==> src/hw/ser_mode_regs.vh <==
// constants for the serializer mode configuration and link selection block
// assumes 8-bit register offsets and a 40 MHz system clock
`ifndef SER_MODE_REGS_VH
`define SER_MODE_REGS_VH

// ==============================================================
// register offsets
`define ADDR_INPUT_FMT   8'h4F
`define ADDR_LINK_CTL    8'h5B
`define ADDR_RPTR_CFG    8'hC2

// ==============================================================
// field positions
`define BIT_PIX_WIDTH    6
`define BIT_MAP_SEL      7
`define BIT_CABLE        7
`define BIT_RPTR_EN      5
`define BIT_AUTO_OFF     0
`define FLD_FORCE_LO     1
`define FLD_FORCE_HI     2
`define FLD_STAT_LO      3
`define FLD_STAT_HI      5

// ==============================================================
// forced mode codes and status codes
`define FORCE_SINGLE     2'h0
`define FORCE_DUAL       2'h1
`define FORCE_REPL       2'h2
`define FORCE_SECOND     2'h3
`define STAT_RESOLVE     3'h0
`define STAT_SINGLE      3'h1
`define STAT_DUAL        3'h2
`define STAT_REPL        3'h3
`define STAT_SECOND      3'h4
`define STAT_IDLE        3'h5

// ==============================================================
// reset values and bus address
`define RST_INPUT_FMT    8'h00
`define RST_LINK_CTL     8'h00
`define RST_RPTR_CFG     8'h00
`define I2C_DEV_ADDR     7'h0C

// ==============================================================
// timing: measurement window and pixel frequency limits
`define CLK_MHZ          40
`define WIN_US           100
`define WIN_CYC          (`WIN_US * `CLK_MHZ)
`define TICK_DIV         64
`define LEGACY_MAX_MHZ   85
`define SINGLE_MAX_MHZ   96
`define REPL_MAX_MHZ     85
`define DUAL_MIN_MHZ     96
`define DUAL_MAX_MHZ     170
`define MHZ_TICKS(m)     (((m) * `WIN_US) / `TICK_DIV)

`endif

==> src/hw/i2c_reg_port.v <==
// i2c style register port: device address, register pointer, data bytes
// assumes scl and sda are already synchronous to clock
`timescale 1ns/1ps
`default_nettype none

module i2c_reg_port #(
    parameter [6:0] DEV_ADDR = 7'h00
) (
    // clock and reset
    input  wire       clock,
    input  wire       rst,
    // bus pins
    input  wire       scl_in,
    input  wire       sda_in,
    output wire       sda_oe,
    // register side
    input  wire [7:0] rd_data,
    output wire [7:0] reg_addr,
    output wire [7:0] wr_data,
    output wire       wr_stb
);

    localparam [8:0] S_IDLE   = 9'h001;
    localparam [8:0] S_ADDR   = 9'h002;
    localparam [8:0] S_ACK_A  = 9'h004;
    localparam [8:0] S_REG    = 9'h008;
    localparam [8:0] S_ACK_R  = 9'h010;
    localparam [8:0] S_WR     = 9'h020;
    localparam [8:0] S_ACK_W  = 9'h040;
    localparam [8:0] S_RD     = 9'h080;
    localparam [8:0] S_ACK_RD = 9'h100;

    reg [8:0] state_ff;
    reg [7:0] shift_ff;
    reg [3:0] bit_cnt_ff;
    reg [7:0] ptr_ff;
    reg       rw_ff;
    reg       oe_ff;
    reg       wr_stb_ff;
    reg       scl_q;
    reg       sda_q;

    // bus events from previous and current pin levels
    wire scl_rise = scl_in & ~scl_q;
    wire scl_fall = ~scl_in & scl_q;
    wire start    = scl_in & scl_q & sda_q & ~sda_in;
    wire stop     = scl_in & scl_q & ~sda_q & sda_in;
    wire rx_state = (state_ff == S_ADDR) | (state_ff == S_REG) | (state_ff == S_WR);

    assign sda_oe   = oe_ff;
    assign reg_addr = ptr_ff;
    assign wr_data  = shift_ff;
    assign wr_stb   = wr_stb_ff;

    // byte engine: sample on scl rise, drive on scl fall
    always @(posedge clock or posedge rst) begin
        if (rst) begin
            state_ff   <= S_IDLE;
            shift_ff   <= 8'h00;
            bit_cnt_ff <= 4'h0;
            ptr_ff     <= 8'h00;
            rw_ff      <= 1'b0;
            oe_ff      <= 1'b0;
            wr_stb_ff  <= 1'b0;
            scl_q      <= 1'b1;
            sda_q      <= 1'b1;
        end else begin
            scl_q     <= scl_in;
            sda_q     <= sda_in;
            wr_stb_ff <= 1'b0;
            if (start) begin
                state_ff   <= S_ADDR;
                bit_cnt_ff <= 4'h0;
                oe_ff      <= 1'b0;
            end else if (stop) begin
                state_ff <= S_IDLE;
                oe_ff    <= 1'b0;
            end else if (scl_rise) begin
                if (rx_state) begin
                    shift_ff   <= {shift_ff[6:0], sda_in};
                    bit_cnt_ff <= bit_cnt_ff + 4'h1;
                end
                if (state_ff == S_RD)
                    bit_cnt_ff <= bit_cnt_ff + 4'h1;
                if (state_ff == S_ACK_RD) begin
                    if (sda_in)
                        state_ff <= S_IDLE; // master nack ends the read
                    else
                        ptr_ff <= ptr_ff + 8'h01;
                end
            end else if (scl_fall) begin
                case (state_ff)
                    S_ADDR: if (bit_cnt_ff == 4'h8) begin
                        bit_cnt_ff <= 4'h0;
                        if (shift_ff[7:1] == DEV_ADDR) begin
                            state_ff <= S_ACK_A;
                            oe_ff    <= 1'b1;
                            rw_ff    <= shift_ff[0];
                        end else
                            state_ff <= S_IDLE;
                    end
                    S_ACK_A: if (rw_ff) begin
                        state_ff <= S_RD;
                        shift_ff <= rd_data;
                        oe_ff    <= ~rd_data[7];
                    end else begin
                        state_ff <= S_REG;
                        oe_ff    <= 1'b0;
                    end
                    S_REG: if (bit_cnt_ff == 4'h8) begin
                        bit_cnt_ff <= 4'h0;
                        ptr_ff     <= shift_ff;
                        state_ff   <= S_ACK_R;
                        oe_ff      <= 1'b1;
                    end
                    S_ACK_R: begin
                        oe_ff    <= 1'b0;
                        state_ff <= S_WR;
                    end
                    S_WR: if (bit_cnt_ff == 4'h8) begin
                        bit_cnt_ff <= 4'h0;
                        wr_stb_ff  <= 1'b1;
                        state_ff   <= S_ACK_W;
                        oe_ff      <= 1'b1;
                    end
                    S_ACK_W: begin
                        oe_ff    <= 1'b0;
                        ptr_ff   <= ptr_ff + 8'h01;
                        state_ff <= S_WR;
                    end
                    S_RD: if (bit_cnt_ff == 4'h8) begin
                        bit_cnt_ff <= 4'h0;
                        oe_ff      <= 1'b0;
                        state_ff   <= S_ACK_RD;
                    end else begin
                        shift_ff <= {shift_ff[6:0], 1'b0};
                        oe_ff    <= ~shift_ff[6];
                    end
                    S_ACK_RD: begin
                        state_ff <= S_RD;
                        shift_ff <= rd_data;
                        oe_ff    <= ~rd_data[7];
                    end
                    default: state_ff <= state_ff;
                endcase
            end
        end
    end

endmodule // i2c_reg_port

`default_nettype wire

==> src/hw/serializer_mode_config_link_select.v <==
// strap capture, configuration registers and link mode selection
// assumes straps arrive as level codes 0..7 and pclk_tick pulses once
// per 64 pixel clocks, all synchronous to clock
`timescale 1ns/1ps
`default_nettype none
`include "ser_mode_regs.vh"

// Overview of operation
// - sample both straps once after power-up and latch decoded bits
// - software reads and overwrites latched bits; registers govern afterwards
// - first strap levels give dual-pixel and repeater bits
// - second strap level pairs give map-select and cable bits
// - dual-pixel value stored inverted in input format bit 6
// - repeater value stored in repeater config bit 5
// - bit-map value stored in input format bit 7
// - cable value stored in link control bit 7
// - single link sends whole stream on one link up to 96 MHz
// - legacy receiver single link only below 85 MHz
// - forced single disables secondary transmitter and back channel
// - dual link sends alternating pixels on both links
// - dual link accepts up to 170 MHz, ports at half rate
// - dual entered automatically for dual receiver at or above minimum, or forced
// - replicate sends same video up to 85 MHz to two receivers
// - detection tells single, dual-capable and two independent receivers apart
// - measured pixel frequency and receiver kind pick the mode
// - two independent receivers select replicate mode
// - receiver only on secondary link gets video on secondary alone
// - software can turn off auto detection and force a mode
module serializer_mode_config_link_select #(
    parameter [6:0] DEV_ADDR = `I2C_DEV_ADDR
) (
    // clock and reset
    input  wire       clock,
    input  wire       rst,
    // control bus pins
    input  wire       scl_in,
    input  wire       sda_in,
    output wire       sda_out,
    output wire       sda_oe,
    // mode straps as level codes
    input  wire [2:0] first_mode_strap,
    input  wire [2:0] second_mode_strap,
    // pixel clock prescaler pulse
    input  wire       pclk_tick,
    // downstream receiver detection
    input  wire       rx0_present,
    input  wire       rx0_dual_cap,
    input  wire       rx0_legacy,
    input  wire       rx1_present,
    input  wire       rx1_legacy,
    // link controls
    output wire       primary_tx_en,
    output wire       secondary_tx_en,
    output wire       secondary_bc_en,
    output wire       alt_pixel_split,
    output wire       half_rate_tx,
    output wire       video_enable,
    output wire [2:0] link_mode_status,
    // configuration bits
    output wire       dual_pixel_input,
    output wire       repeater_enable,
    output wire       alt_map_select,
    output wire       cable_type_strap_cable
);

    // ==============================================================
    // states and constants
    localparam [5:0] ST_RESOLVE = 6'h01;
    localparam [5:0] ST_SINGLE  = 6'h02;
    localparam [5:0] ST_DUAL    = 6'h04;
    localparam [5:0] ST_REPL    = 6'h08;
    localparam [5:0] ST_SECOND  = 6'h10;
    localparam [5:0] ST_IDLE    = 6'h20;

    localparam [11:0] WIN_LAST   = `WIN_CYC - 1;
    localparam [9:0]  T_LEGACY   = `MHZ_TICKS(`LEGACY_MAX_MHZ);
    localparam [9:0]  T_SINGLE   = `MHZ_TICKS(`SINGLE_MAX_MHZ);
    localparam [9:0]  T_REPL     = `MHZ_TICKS(`REPL_MAX_MHZ);
    localparam [9:0]  T_DUAL_MIN = `MHZ_TICKS(`DUAL_MIN_MHZ);
    localparam [9:0]  T_DUAL_MAX = `MHZ_TICKS(`DUAL_MAX_MHZ);

    // ==============================================================
    // decode functions
    function [1:0] dec_first; // {dual_pixel, repeater}
        input [2:0] lvl;
        dec_first = {lvl[2], lvl[0]};
    endfunction

    function [1:0] dec_second; // {map_sel, cable}
        input [2:0] lvl;
        dec_second = {lvl[2], lvl[1]};
    endfunction

    // single link fit: legacy strictly below, otherwise up to the limit
    function fits_single;
        input [9:0] t;
        input       legacy;
        fits_single = legacy ? (t < T_LEGACY) : (t <= T_SINGLE);
    endfunction

    function [2:0] stat_code;
        input [5:0] st;
        case (st)
            ST_SINGLE: stat_code = `STAT_SINGLE;
            ST_DUAL:   stat_code = `STAT_DUAL;
            ST_REPL:   stat_code = `STAT_REPL;
            ST_SECOND: stat_code = `STAT_SECOND;
            ST_IDLE:   stat_code = `STAT_IDLE;
            default:   stat_code = `STAT_RESOLVE;
        endcase
    endfunction

    // ==============================================================
    // registers and state
    reg [7:0]  fmt_ff;
    reg [7:0]  ctl_ff;
    reg [7:0]  rptr_ff;
    reg        strap_done_ff;
    reg [11:0] win_cnt_ff;
    reg [9:0]  tick_cnt_ff;
    reg [9:0]  ticks_ff;
    reg        win_end_ff;
    reg [5:0]  state_ff;
    reg [5:0]  pending_ff;
    reg        tx0_ff;
    reg        tx1_ff;
    reg        bc1_ff;
    reg        split_ff;
    reg        half_ff;
    reg        video_ff;
    reg [2:0]  stat_ff;
    reg [5:0]  nxt_target;
    reg [7:0]  nxt_rd_data;

    wire [7:0] bus_addr;
    wire [7:0] bus_wdata;
    wire       bus_wr;
    wire       auto_off = ctl_ff[`BIT_AUTO_OFF];
    wire [1:0] force_mode = ctl_ff[`FLD_FORCE_HI:`FLD_FORCE_LO];
    wire [1:0] first_dec = dec_first(first_mode_strap);
    wire [1:0] second_dec = dec_second(second_mode_strap);

    // ==============================================================
    // control bus port
    i2c_reg_port #(
        .DEV_ADDR (DEV_ADDR)
    ) i_i2c_reg_port (
        .clock    (clock),
        .rst      (rst),
        .scl_in   (scl_in),
        .sda_in   (sda_in),
        .sda_oe   (sda_oe),
        .rd_data  (nxt_rd_data),
        .reg_addr (bus_addr),
        .wr_data  (bus_wdata),
        .wr_stb   (bus_wr)
    );

    // open drain: only ever pulls low
    assign sda_out = 1'b0;

    // read mux, status field overlays the link control register
    always @* begin
        case (bus_addr)
            `ADDR_INPUT_FMT: nxt_rd_data = fmt_ff;
            `ADDR_LINK_CTL: begin
                nxt_rd_data = ctl_ff;
                nxt_rd_data[`FLD_STAT_HI:`FLD_STAT_LO] = stat_ff;
            end
            `ADDR_RPTR_CFG:  nxt_rd_data = rptr_ff;
            default:         nxt_rd_data = 8'h00;
        endcase
    end

    // ==============================================================
    // configuration registers with one-time strap capture
    always @(posedge clock or posedge rst) begin
        if (rst) begin
            fmt_ff        <= `RST_INPUT_FMT;
            ctl_ff        <= `RST_LINK_CTL;
            rptr_ff       <= `RST_RPTR_CFG;
            strap_done_ff <= 1'b0;
        end else if (!strap_done_ff) begin
            strap_done_ff              <= 1'b1;
            fmt_ff[`BIT_PIX_WIDTH]     <= ~first_dec[1];
            rptr_ff[`BIT_RPTR_EN]      <= first_dec[0];
            fmt_ff[`BIT_MAP_SEL]       <= second_dec[1];
            ctl_ff[`BIT_CABLE]         <= second_dec[0];
        end else if (bus_wr) begin
            // software overwrite of any latched value
            case (bus_addr)
                `ADDR_INPUT_FMT: fmt_ff  <= bus_wdata;
                `ADDR_LINK_CTL:  ctl_ff  <= bus_wdata;
                `ADDR_RPTR_CFG:  rptr_ff <= bus_wdata;
                default:         ctl_ff  <= ctl_ff;
            endcase
        end
    end

    // configuration outputs come from the register bits
    assign dual_pixel_input = ~fmt_ff[`BIT_PIX_WIDTH];
    assign repeater_enable  = rptr_ff[`BIT_RPTR_EN];
    assign alt_map_select   = fmt_ff[`BIT_MAP_SEL];
    assign cable_type_strap_cable       = ctl_ff[`BIT_CABLE];

    // ==============================================================
    // pixel clock frequency measurement over a fixed window
    always @(posedge clock or posedge rst) begin
        if (rst) begin
            win_cnt_ff  <= 12'h000;
            tick_cnt_ff <= 10'h000;
            ticks_ff    <= 10'h000;
            win_end_ff  <= 1'b0;
        end else begin
            win_end_ff <= (win_cnt_ff == WIN_LAST);
            if (win_cnt_ff == WIN_LAST) begin
                win_cnt_ff  <= 12'h000;
                ticks_ff    <= tick_cnt_ff;
                tick_cnt_ff <= {9'h000, pclk_tick};
            end else begin
                win_cnt_ff <= win_cnt_ff + 12'h001;
                if (pclk_tick && tick_cnt_ff != 10'h3FF)
                    tick_cnt_ff <= tick_cnt_ff + 10'h001;
            end
        end
    end

    // ==============================================================
    // target mode from receivers, frequency and forced settings
    always @* begin
        nxt_target = ST_IDLE;
        if (auto_off) begin
            case (force_mode)
                `FORCE_SINGLE: nxt_target = ST_SINGLE;
                `FORCE_DUAL:   nxt_target = ST_DUAL;
                `FORCE_REPL:   nxt_target = ST_REPL;
                default:       nxt_target = ST_SECOND;
            endcase
        end else if (ticks_ff == 10'h000) begin
            nxt_target = ST_IDLE; // no pixel clock, nothing to send
        end else if (rx0_present && rx0_dual_cap && rx1_present) begin
            // one dual-capable receiver on both links
            if (ticks_ff >= T_DUAL_MIN && ticks_ff <= T_DUAL_MAX)
                nxt_target = ST_DUAL;
            else if (fits_single(ticks_ff, 1'b0))
                nxt_target = ST_SINGLE;
        end else if (rx0_present && rx1_present) begin
            // two independent receivers
            if (ticks_ff <= T_REPL && fits_single(ticks_ff, rx0_legacy | rx1_legacy))
                nxt_target = ST_REPL;
        end else if (rx0_present) begin
            if (fits_single(ticks_ff, rx0_legacy))
                nxt_target = ST_SINGLE;
        end else if (rx1_present) begin
            if (fits_single(ticks_ff, rx1_legacy))
                nxt_target = ST_SECOND;
        end
    end

    // ==============================================================
    // mode state: change goes through resolve, committed on a stable window
    always @(posedge clock or posedge rst) begin
        if (rst) begin
            state_ff   <= ST_RESOLVE;
            pending_ff <= ST_IDLE;
        end else begin
            case (state_ff)
                ST_RESOLVE: if (win_end_ff) begin
                    if (pending_ff == nxt_target)
                        state_ff <= pending_ff;
                    else
                        pending_ff <= nxt_target;
                end
                ST_SINGLE, ST_DUAL, ST_REPL, ST_SECOND, ST_IDLE:
                    if (nxt_target != state_ff) begin
                        state_ff   <= ST_RESOLVE;
                        pending_ff <= nxt_target;
                    end
                default: state_ff <= ST_RESOLVE;
            endcase
        end
    end

    // ==============================================================
    // registered link controls derived from the mode state
    always @(posedge clock or posedge rst) begin
        if (rst) begin
            tx0_ff   <= 1'b0;
            tx1_ff   <= 1'b0;
            bc1_ff   <= 1'b0;
            split_ff <= 1'b0;
            half_ff  <= 1'b0;
            video_ff <= 1'b0;
            stat_ff  <= `STAT_RESOLVE;
        end else begin
            stat_ff  <= stat_code(state_ff);
            tx0_ff   <= (state_ff == ST_SINGLE) | (state_ff == ST_DUAL)
                      | (state_ff == ST_REPL);
            tx1_ff   <= (state_ff == ST_DUAL) | (state_ff == ST_REPL)
                      | (state_ff == ST_SECOND);
            bc1_ff   <= (state_ff == ST_DUAL) | (state_ff == ST_REPL)
                      | (state_ff == ST_SECOND);
            split_ff <= (state_ff == ST_DUAL);
            half_ff  <= (state_ff == ST_DUAL);
            video_ff <= (state_ff != ST_RESOLVE) & (state_ff != ST_IDLE);
        end
    end

    assign primary_tx_en    = tx0_ff;
    assign secondary_tx_en  = tx1_ff;
    assign secondary_bc_en  = bc1_ff;
    assign alt_pixel_split  = split_ff;
    assign half_rate_tx     = half_ff;
    assign video_enable     = video_ff;
    assign link_mode_status = stat_ff;

endmodule // serializer_mode_config_link_select

`default_nettype wire

==> config.mk <==
export PLATFORM = sky130hd
export DESIGN_NAME = serializer_mode_config_link_select
export DESIGN_NICKNAME = d
export VERILOG_FILES = /design/src/hw/i2c_reg_port.v /design/src/hw/serializer_mode_config_link_select.v
export VERILOG_INCLUDE_DIRS = /design/src /design/src/hw
export SDC_FILE = /design/constraint.sdc
export NUM_CORES = 1
export LEC_CHECK = 0
export BUFFER_PORTS_ARGS = -buffer_cell sky130_fd_sc_hd__buf_4
export CORE_ASPECT_RATIO = 1.5
export CORE_MARGIN = 1
export CORE_UTILIZATION = 65
export DETAILED_ROUTE_END_ITERATION = 10
export HOLD_SLACK_MARGIN = 0.06
export PLACE_DENSITY = 0.81
export SLEW_MARGIN = 20
export SYNTH_ARGS = -nofsm -noshare
export SYNTH_HDL_FRONTEND = slang
export SYNTH_HIERARCHICAL = 1
export SYNTH_SLANG_ARGS = --single-unit
export TNS_END_PERCENT = 50
==> constraint.sdc <==
create_clock -name clock -period 7.81 [get_ports clock]
set_input_delay 0 -clock clock [delete_from_list [all_inputs] [get_ports clock]]
set_output_delay 0 -clock clock [all_outputs]
set_load 0.02 [all_outputs]
==> summary by stage, run 1 <==
Critical path
The start of the worst register-to-register path is ticks_ff[8]$_DFFE_PP0P_. The slack of the worst reg-to-reg path is 4.54 ns. The depth of the worst register-to-register path is 9. Counting both buffers and inverters, the worst setup path holds a total of 0. The worst stage delay on the critical path is 0.49 ns. At the worst endpoint, the arrival time is 3.50 ns. The most critical setup path has its startpoint at ticks_ff[8]$_DFFE_PP0P_. On the critical path the largest part of the delay comes from simple AND/OR/NAND/NOR gates. The critical path ends at pending_ff[4]$_DFFE_PP0P_.

Of all nets on the critical path, the largest fanout is 6. STA classifies the critical path endpoint as a register. The instance count on the critical path is 9. The kind of critical path is reg -> reg. The worst register-to-register path ends at pending_ff[4]$_DFFE_PP0P_. STA classifies the critical path startpoint as a register. The slowest stage of the critical path belongs to the cell nor3b_1. Walking the worst path, the cells encountered are nor4_4 > and3_1 > nor2_1 > nor3b_1 > xor2_1 > a2111oi_0 > nand4_1 > a2bb2oi_4 > mux2_4. The data required time of the worst path is 8.04 ns.

Clock tree
After clock tree synthesis, the clock-pin slew on the worst setup and hold paths is 0.07 ns. TritonCTS created 9 clock buffers. The clock latency at the later pin of the worst-skew pair is 0.35 ns. The root cell of the clock tree is clkbuf_16. Post-CTS timing repair inserted 0 buffers for setup. The number of H-tree branching levels is 3. In this run the deepest clock path goes through 2 buffers. TritonCTS built the clock tree.

The count of clock tree sinks is 107.

Timing
The worst clock skew is 0.00772 ns. The final count of hold timing violations is 0. The max-slew violation count is 0.

The timing-limited maximum frequency is 306 MHz. In the final timing run, aggregate negative setup slack is 0 ns. In this run the tightest slew margin relative to its limit is 0.310. Hold is met by 0.126 ns. The count of final setup violators is 0. The final clock period utilization by the worst path is 0.418. The shortest clock period the worst path allows after layout is 3.27 ns. For the pin with the worst max-slew slack, the measured transition is 1.02 ns. Setup repair after global routing left no endpoint under its margin.

Global route
The number of global-route vias before repair is 4,821. The number of antenna violations at the first check in global routing is 0. Across every metal layer, demand over resource in global routing totals 0.303.

Entering global routing, the biggest net connects 74 pins. The wire length of the first global-routing pass is 22,800 µm. For this run the aggregate overflow at the end of global routing stands at 0.

Power
The clock network power share is 0.344. The switching power is 0.000363 W. The overall power after layout is 0.00126 W.

The cell-internal power is 0.000894 W. The combinational power share is 0.136. The leakage power total is 3.13 nW.

The worst supply voltage drop on vdd is 0.151 mV. The total power per unit cell area is 188 nW/µm². The sequential group share of total power is 0.520. The fraction of power spent switching nets is 0.289.

Synthesis
Of the synthesized area, sequential elements account for 0.440. The primary flip-flop cell chosen by synthesis mapping is dfrtp_1. The number of enable-type register cells in the synthesized netlist is 0.

The fraction of registers with async set/reset is 1.00. Of the total synthesized cell area, the portion taken by full adders, half adders and majority gates is 0.0164. The total nets after synthesis is 633.

The XOR/XNOR share of the synthesized area is 0.0402. In this run, distinct cell masters in the synthesized netlist total 78. Measured against the total synthesized area, the mux share comes to 0.109. The compound-cell area share of the yosys netlist came to 0.154. Counting every instance in the synthesized netlist gives 609. The largest family of logic cells by synthesized area is simple AND/OR/NAND/NOR gates.

The post-synthesis share of cell area spent on and, or, nand and nor gates is 0.198. The synthesis warning total is 6. After synthesis, the mean cell area works out to 10.0 µm². After synthesis the netlist holds a flip-flop and latch count of 107. The mapped netlist covers 6100 µm².

Die
The die width is 81.1 µm. The count of boundary I/O pins is 31. Row generation in the floorplan step produced 42 rows. The die extent in y is 121 µm.

The die covers 9790 µm². For this configuration, the core starts out at a cell density of 0.679. The placeable core region is 8990 µm².

Cells and area
In the final layout, the multi-input gates occupy 3180 µm². Fill cells in the final layout number 649. The layout overhead on the synthesized area is 9.72%.

The share of post-route cells with drive strength above 1 is 0.194. At the end of the flow, the number of nets in the layout was 652. The finished layout holds 743 standard cells, fillers aside. 0 antenna diodes ended up in the layout. The sequential standard cell area is 2680 µm². The finished cells cover 6690 µm².

Detailed routing
The length of the first detailed-routing pass in iterations is 8. The detailed router finished its first iteration with 369 violations. After detailed routing, the average wire length per cell comes to 17.9 µm.

The via-per-instance ratio is 6.45. Detailed routing inserted a total of 4,795 vias. The remaining design rule violation count is 0. The count of nets left with antenna violations once routing finished came out at 0. The final wirelength is 13,300 µm.

Outcome
The run finished with clean final reports.

Placement
The total half-perimeter wirelength after legalization and detailed placement is 9500 µm. The number of placed instances with taps included is 719. The placer's final routability congestion estimate is 0.895. The standard cell area after detailed placement is 6320 µm². The number of input and output port buffers inserted is 27.

Job
Max-cap violations in this run came to 0.

Hold path
The class of the worst hold path is in -> reg.
## cell type report
type	instances	share of cell area
Timing Repair Buffer	39	0.0467
Clock inverter	6	0.00710
Sequential cell	107	0.401
Clock buffer	10	0.0357
Tap cell	110	0.0206
Inverter	26	0.0146
Multi-Input combinational cell	445	0.474
## power groups by stage
| stage | sequential [W] | combinational, W | clock, W |
|---|---|---|---|
| finish | 0.000653 | 0.000171 | 0.000432 |
| global route | 0.000660 | 0.000195 | 0.000460 |
| CTS | 0.000652 | 0.000171 | 0.000440 |
| detailed placement | 0.000662 | 0.000166 | 0 |
| global placement | 0.000660 | 0.000160 | 0 |
| floorplan | 0.000644 | 0.000130 | 0 |
## cells in the mapped netlist, types with 11 or more instances
master,number,area (µm²)
clkbuf_1,17,63.8
dfrtp_1,102,2550
o21ai_0,27,135
and3_1,11,68.8
inv_1,26,97.6
xor2_1,19,166
mux2_2,45,507
nand3_1,29,145
nor2_1,47,176
nand2_1,51,191
a21oi_1,24,120
## worst min-delay path, stage by stage
cell and delay, ns:
buf_4 0.09, o32a_1 0.24, mux2i_1 0.10
## cell families (layout without fill, tap and decap cells)
logic type | count (synthesis) | count (layout)
AO/OA/AOI/OAI | 128 | 128
XOR/XNOR | 28 | 28
adder cells (fa/ha/maj) | 8 | 8
buffers and inverters | 57 | 81
flip-flops | 107 | 107
multiplexers | 59 | 59
other | 2 | 2
AND/OR/NAND/NOR | 220 | 220
## per-layer routing
| layer | wire, µm | GRT usage |
|---|---|---|
| met1 | 5220 | 0.350 |
| met2 | 7040 | 0.530 |
| met3 | 516 | 0.0475 |
| met4 | 539 | 0.150 |
| met5 | 0 | 0 |
## cells in the final DEF (no fill, tap or decap), types with 8 or more instances in the layout
cell type / Yosys / final
o21ai_1: 8 / 8
nor4_1: 8 / 8
xor2_1: 19 / 19
and3_1: 11 / 11
nand4_1: 9 / 9
nor3_1: 9 / 9
nand2_1: 51 / 51
inv_1: 26 / 25
dfrtp_1: 102 / 102
mux2_2: 45 / 45
nand3_1: 29 / 29
a22o_1: 9 / 9
a222oi_1: 8 / 8
a31oi_1: 9 / 9
a21oi_1: 24 / 24
mux2i_1: 9 / 9
buf_4: 4 / 31
nor2_1: 47 / 47
dlygate4sd3_1: 0 / 8
clkbuf_16: 0 / 9
ha_1: 8 / 8
o21ai_0: 27 / 27
xnor2_1: 9 / 9
## what timing repair did
action                                 in CTS  in global routing
hold buffers                                8                  0
gates resized for setup                     0                  0
endpoints found under the hold margin     110                  0
## registers in the layout, indices dropped and copies added (netlist names)
signal / flops
i_i2c_reg_port/sda_oe: 1
win_cnt_ff: 12
ctl_ff: 5
win_end_ff: 1
i_i2c_reg_port/bit_cnt_ff: 4
i_i2c_reg_port/wr_stb: 1
half_rate_tx: 1
ticks_ff: 10
primary_tx_en: 1
i_i2c_reg_port/wr_data: 8
i_i2c_reg_port/sda_q: 1
secondary_bc_en: 1
i_i2c_reg_port/rw_ff: 1
link_mode_status: 3
i_i2c_reg_port/scl_q: 1
state_ff: 6
tick_cnt_ff: 10
rptr_ff: 8
fmt_ff: 8
pending_ff: 5
strap_done_ff: 1
video_enable: 1
i_i2c_reg_port/state_ff: 9
i_i2c_reg_port/reg_addr: 8
## worst min path at each step
stage	depth (start not counted)	end	slack (ns)	startpoint
2_1_floorplan	0	i_i2c_reg_port/scl_q$_DFF_PP1_	0.004	scl_in
5_1_grt	3	pending_ff[3]$_DFFE_PP0P_	0.12	rx0_dual_cap
3_3_place_gp	3	i_i2c_reg_port/wr_data[4]$_DFFE_PP0P_	0.14	rst
3_5_place_dp	1	i_i2c_reg_port/scl_q$_DFF_PP1_	0.14	scl_in
6_report	3	pending_ff[3]$_DFFE_PP0P_	0.13	rx0_dual_cap
4_1_cts	3	pending_ff[3]$_DFFE_PP0P_	0.12	rx0_dual_cap
## stage by stage
stage	utilization	setup slack, ns
finish	0.745	4.54
global route	0.745	4.27
CTS	0.744	4.52
detailed placement	0.704	4.55
global placement	0.704	4.59
floorplan	-	4.91
(Power assumes the default switching activity.)
==> inputs of run 2 (changes only) <==
ABC_AREA = 1   (was unset)
CORE_UTILIZATION = 62   (was 65)
PLACE_DENSITY = 0.77   (was 0.81)
clock period = 3.1 ns   (was 7.81 ns; I/O delays follow)
==> summary by stage, run 2 <==
Outcome
The run finished with clean final reports.

Global route
Global routing finished with a remaining overflow of 0. In the global route stage, overall resource usage came out at 0.287. The pin count of the biggest net entering global routing is 40.

The number of antenna violations at the first check in global routing is 0. The number of global-route vias before repair is 5,357. The first global-routing pass estimated 24,000 µm of wire.

Detailed routing
For this run, design rule violations remaining after detail routing come to 0. In this run the remaining antenna-violating nets after routing total 0. Summed over all layers, the routed wires come to 13,700 µm.

Using the TritonRoute via totals, the vias-per-cell ratio works out to 5.43. The iteration-0 DRC count of the detailed router is 250. The first TritonRoute pass finished after 5 iterations. Dividing the detail-routed wire length by the instance count gives 13.9 µm.

The number of vias in the routed layout is 5,340.

Cells and area
The register with the most flip-flops in the layout has 12 of them. 0 antenna diodes ended up in the layout. Leaving out fill and tap cells, the most frequent cells in the layout are nand2_1 (228), inv_1 (115), dfrtp_1 (102). The layout overhead on the synthesized area is 10.7%. Of the cells placed in the final design, the portion with a size suffix greater than 1 is 0.136. The largest register by flop count is win_cnt_ff. The final standard cell utilization of the core is 0.707. For this run, the post-layout net count is 888. The largest registers in the layout are win_cnt_ff: 12 flops, tick_cnt_ff: 10 flops, ticks_ff: 10 flops. The most frequent standard cell in the layout excluding fill and tap cells is nand2_1.

Power
The total power per unit cell area is 455 nW/µm². The worst supply voltage drop on vdd is 0.413 mV. The analysis attributes to cell leakage a power of 3.49 nW. The overall power after layout is 0.00312 W.

Clock tree
The clock reaches the later pin of the worst-skew pair after 0.35 ns. The clock transition at the registers of the reported paths is 0.07 ns. TritonCTS built the clock tree. Buffers inserted to repair hold after CTS numbered 8. No sink is reached through more buffers than the 2 on the longest clock path. The number of cells upsized or downsized after cts is 0.

The root cell of the clock tree is clkbuf_16. The number of H-tree branching levels is 3. The count of clock tree sinks is 107.

The number of buffers created by CTS is 9. Once the clock tree was built, the setup fixing pass inserted 0 buffers.

Synthesis
The share of synthesized area in the top cell type comes to 0.413. During synthesis, Yosys emitted a total of 6 warnings. The part of the Yosys area used for sequential elements is 0.434. Sorting the synthesized cells by area gives the leading types as dfrtp_1 (41%), nand2_1 (14%), inv_1 (7.0%). The number of different library cells in the post-synthesis netlist is 46.

The cell type with the highest aggregate area in the netlist is dfrtp_1. After synthesis, the most frequently instantiated cells are nand2_1 (228), inv_1 (116), dfrtp_1 (102), nand3_1 (68), nor2_1 (67). The number of enable-type register cells in the synthesized netlist is 0. Among all cell types in the netlist, the one instantiated most often is nand2_1. The mapped netlist covers 6190 µm². The fraction of registers with async set/reset is 1.00. The most used flip-flop cell after synthesis is dfrtp_1. The total nets after synthesis is 851.

Each instance of the synthesized netlist takes up on average 7.48 µm². The post-synthesis instance total is 827. In this run, synthesis produced a sequential element count of 107.

Critical path
In this design, the stage delay of the slowest critical-path cell is 0.65 ns. The cell family contributing the most delay on the critical path is compound AO/OA/AOI/OAI gates. The kind of critical path is reg -> reg.

Traced cell by cell, the critical path runs through nor2_2 > nand3_1 > o21ai_1 > nor2_1 > nor2_2 > inv_1 > o21ai_0 > inv_1. The number of buffers and inverters on the critical path is 2. The data required time of the worst path is 3.34 ns. The cell with the largest stage delay on the worst path is o21ai_1. Of all nets on the critical path, the largest fanout is 13.

The startpoint type of the worst setup path is a register. The worst setup path is captured at a register. For the worst setup path, the data arrival time is 2.58 ns.

Timing
The count of final setup violators is 0. The timing-limited maximum frequency is 427 MHz. Of the available clock period, the critical path in the final layout requires 0.755.

Headroom to the max-slew limit came out at 0.456. Across the routed clock network, the largest skew measured is 0.0106 ns. The max-slew violation count came to 0.

For the pin with the worst max-slew slack, the measured transition is 0.811 ns. The shortest clock period the worst path allows after layout is 2.34 ns. In the final timing run, aggregate negative setup slack is 0 ns.

Setup repair after global routing left no endpoint under its margin. The final count of hold timing violations is 0.

Die
Pin placement for this block handled 31 I/O pins. From bottom edge to top edge, the die measures 124 µm. The initial utilization of the core area, before any placement, comes to 0.638. The placeable core region is 9690 µm². From left edge to right edge, the die measures 83.6 µm. The floorplan has 44 rows. The die area is 10,400 µm².

Placement
After legalization and detailed placement, the total HPWL measured 10,600 µm. The number of input and output port buffers inserted is 27. The congestion estimate from routability-driven global placement came to 0.871.

Job
The total of max-cap violations is 0.

Hold path
The path class of the tightest hold or removal check is in -> async.
## run 2: cell types whose count changed after synthesis, moves of 9 or more
cell / previous run / this run
and3_1: 11 / 2
mux2_2: 45 / 0
clkbuf_1: 17 / 6
xor2_1: 19 / 5
nor3_1: 9 / 21
o21ai_2: 1 / 14
nor2_1: 47 / 67
nand2_1: 51 / 228
inv_1: 26 / 116
a22o_1: 9 / 0
nand2_2: 1 / 11
nand3_1: 29 / 68
o21ai_0: 27 / 54
## run 2: kinds of logic (layout without fill, tap and decap cells)
group | count (synthesis) | in the layout | synth area share
AO/OA/AOI/OAI | 111 | 111 | 0.109
other | 2 | 2 | 0.00121
multiplexers | 7 | 7 | 0.0113
AND/OR/NAND/NOR | 443 | 443 | 0.325
adder cells (fa/ha/maj) | 8 | 8 | 0.0162
XOR/XNOR | 8 | 8 | 0.0113
buffers and inverters | 141 | 183 | 0.0914
flip-flops | 107 | 107 | 0.434
## run 2: routing by layer
metal | GRT usage | vias to the layer above | part of all wire
met1 | 0.312 | 2482 | 0.38
li1 | - | 2717 | -
met5 | 0 | - | 0
met4 | 0.136 | 0 | 0.036
met2 | 0.544 | 100 | 0.56
met3 | 0.0351 | 41 | 0.023
## run 2: area by class of cell
type,count,area (µm²)
multi-input combinational,579,2940
fill,782,2840
sequential,107,2680
inverter,126,473
timing repair buffer,41,328
clock buffer,9,225
tap,115,144
clock inverter,7,60.1
## run 2: worst paths after layout
check / depth (start not counted) / start / slack, ns / end
max: 8 / i_i2c_reg_port/state_ff[4]$_DFFE_PP0P_ / 0.76 / i_i2c_reg_port/reg_addr[6]$_DFFE_PP0P_
min: 3 / rst / 0.22 / ticks_ff[3]$_DFFE_PP0P_
max reg2reg: 8 / i_i2c_reg_port/state_ff[4]$_DFFE_PP0P_ / 0.76 / i_i2c_reg_port/reg_addr[6]$_DFFE_PP0P_
min reg2reg: 2 / state_ff[0]$_DFFE_PP1P_ / 0.49 / state_ff[0]$_DFFE_PP1P_
max in group asynchronous: 4 / rst / 2.01 / pending_ff[5]$_DFFE_PP1P_
min in group clock: 6 / rx0_dual_cap / 0.25 / pending_ff[3]$_DFFE_PP0P_
## run 2: worst reg2reg max path, cell delays in order, from the launching register on
cell	delay, ns
dfrtp_1	0.41
nor2_2	0.17
nand3_1	0.11
o21ai_1	0.65
nor2_1	0.11
nor2_2	0.39
inv_1	0.15
o21ai_0	0.19
inv_1	0.05
## run 2: per-stage QoR
step           area, µm²  hold slack, ns  cells  setup WS [ns]
2_1_floorplan       6190         0.00448    827           1.15
3_3_place_gp        6480          0.0365    960          0.778
3_5_place_dp        6480          0.0409    960          0.779
4_1_cts             6850           0.232    984          0.752
5_1_grt             6850           0.300    984          0.476
6_report            6850           0.224    984          0.759
## run 2: report_power, final
part	switching (W)	internal, W
Sequential	0.0000985	0.00149
Combinational	0.000275	0.000152
Clock	0.000541	0.000560
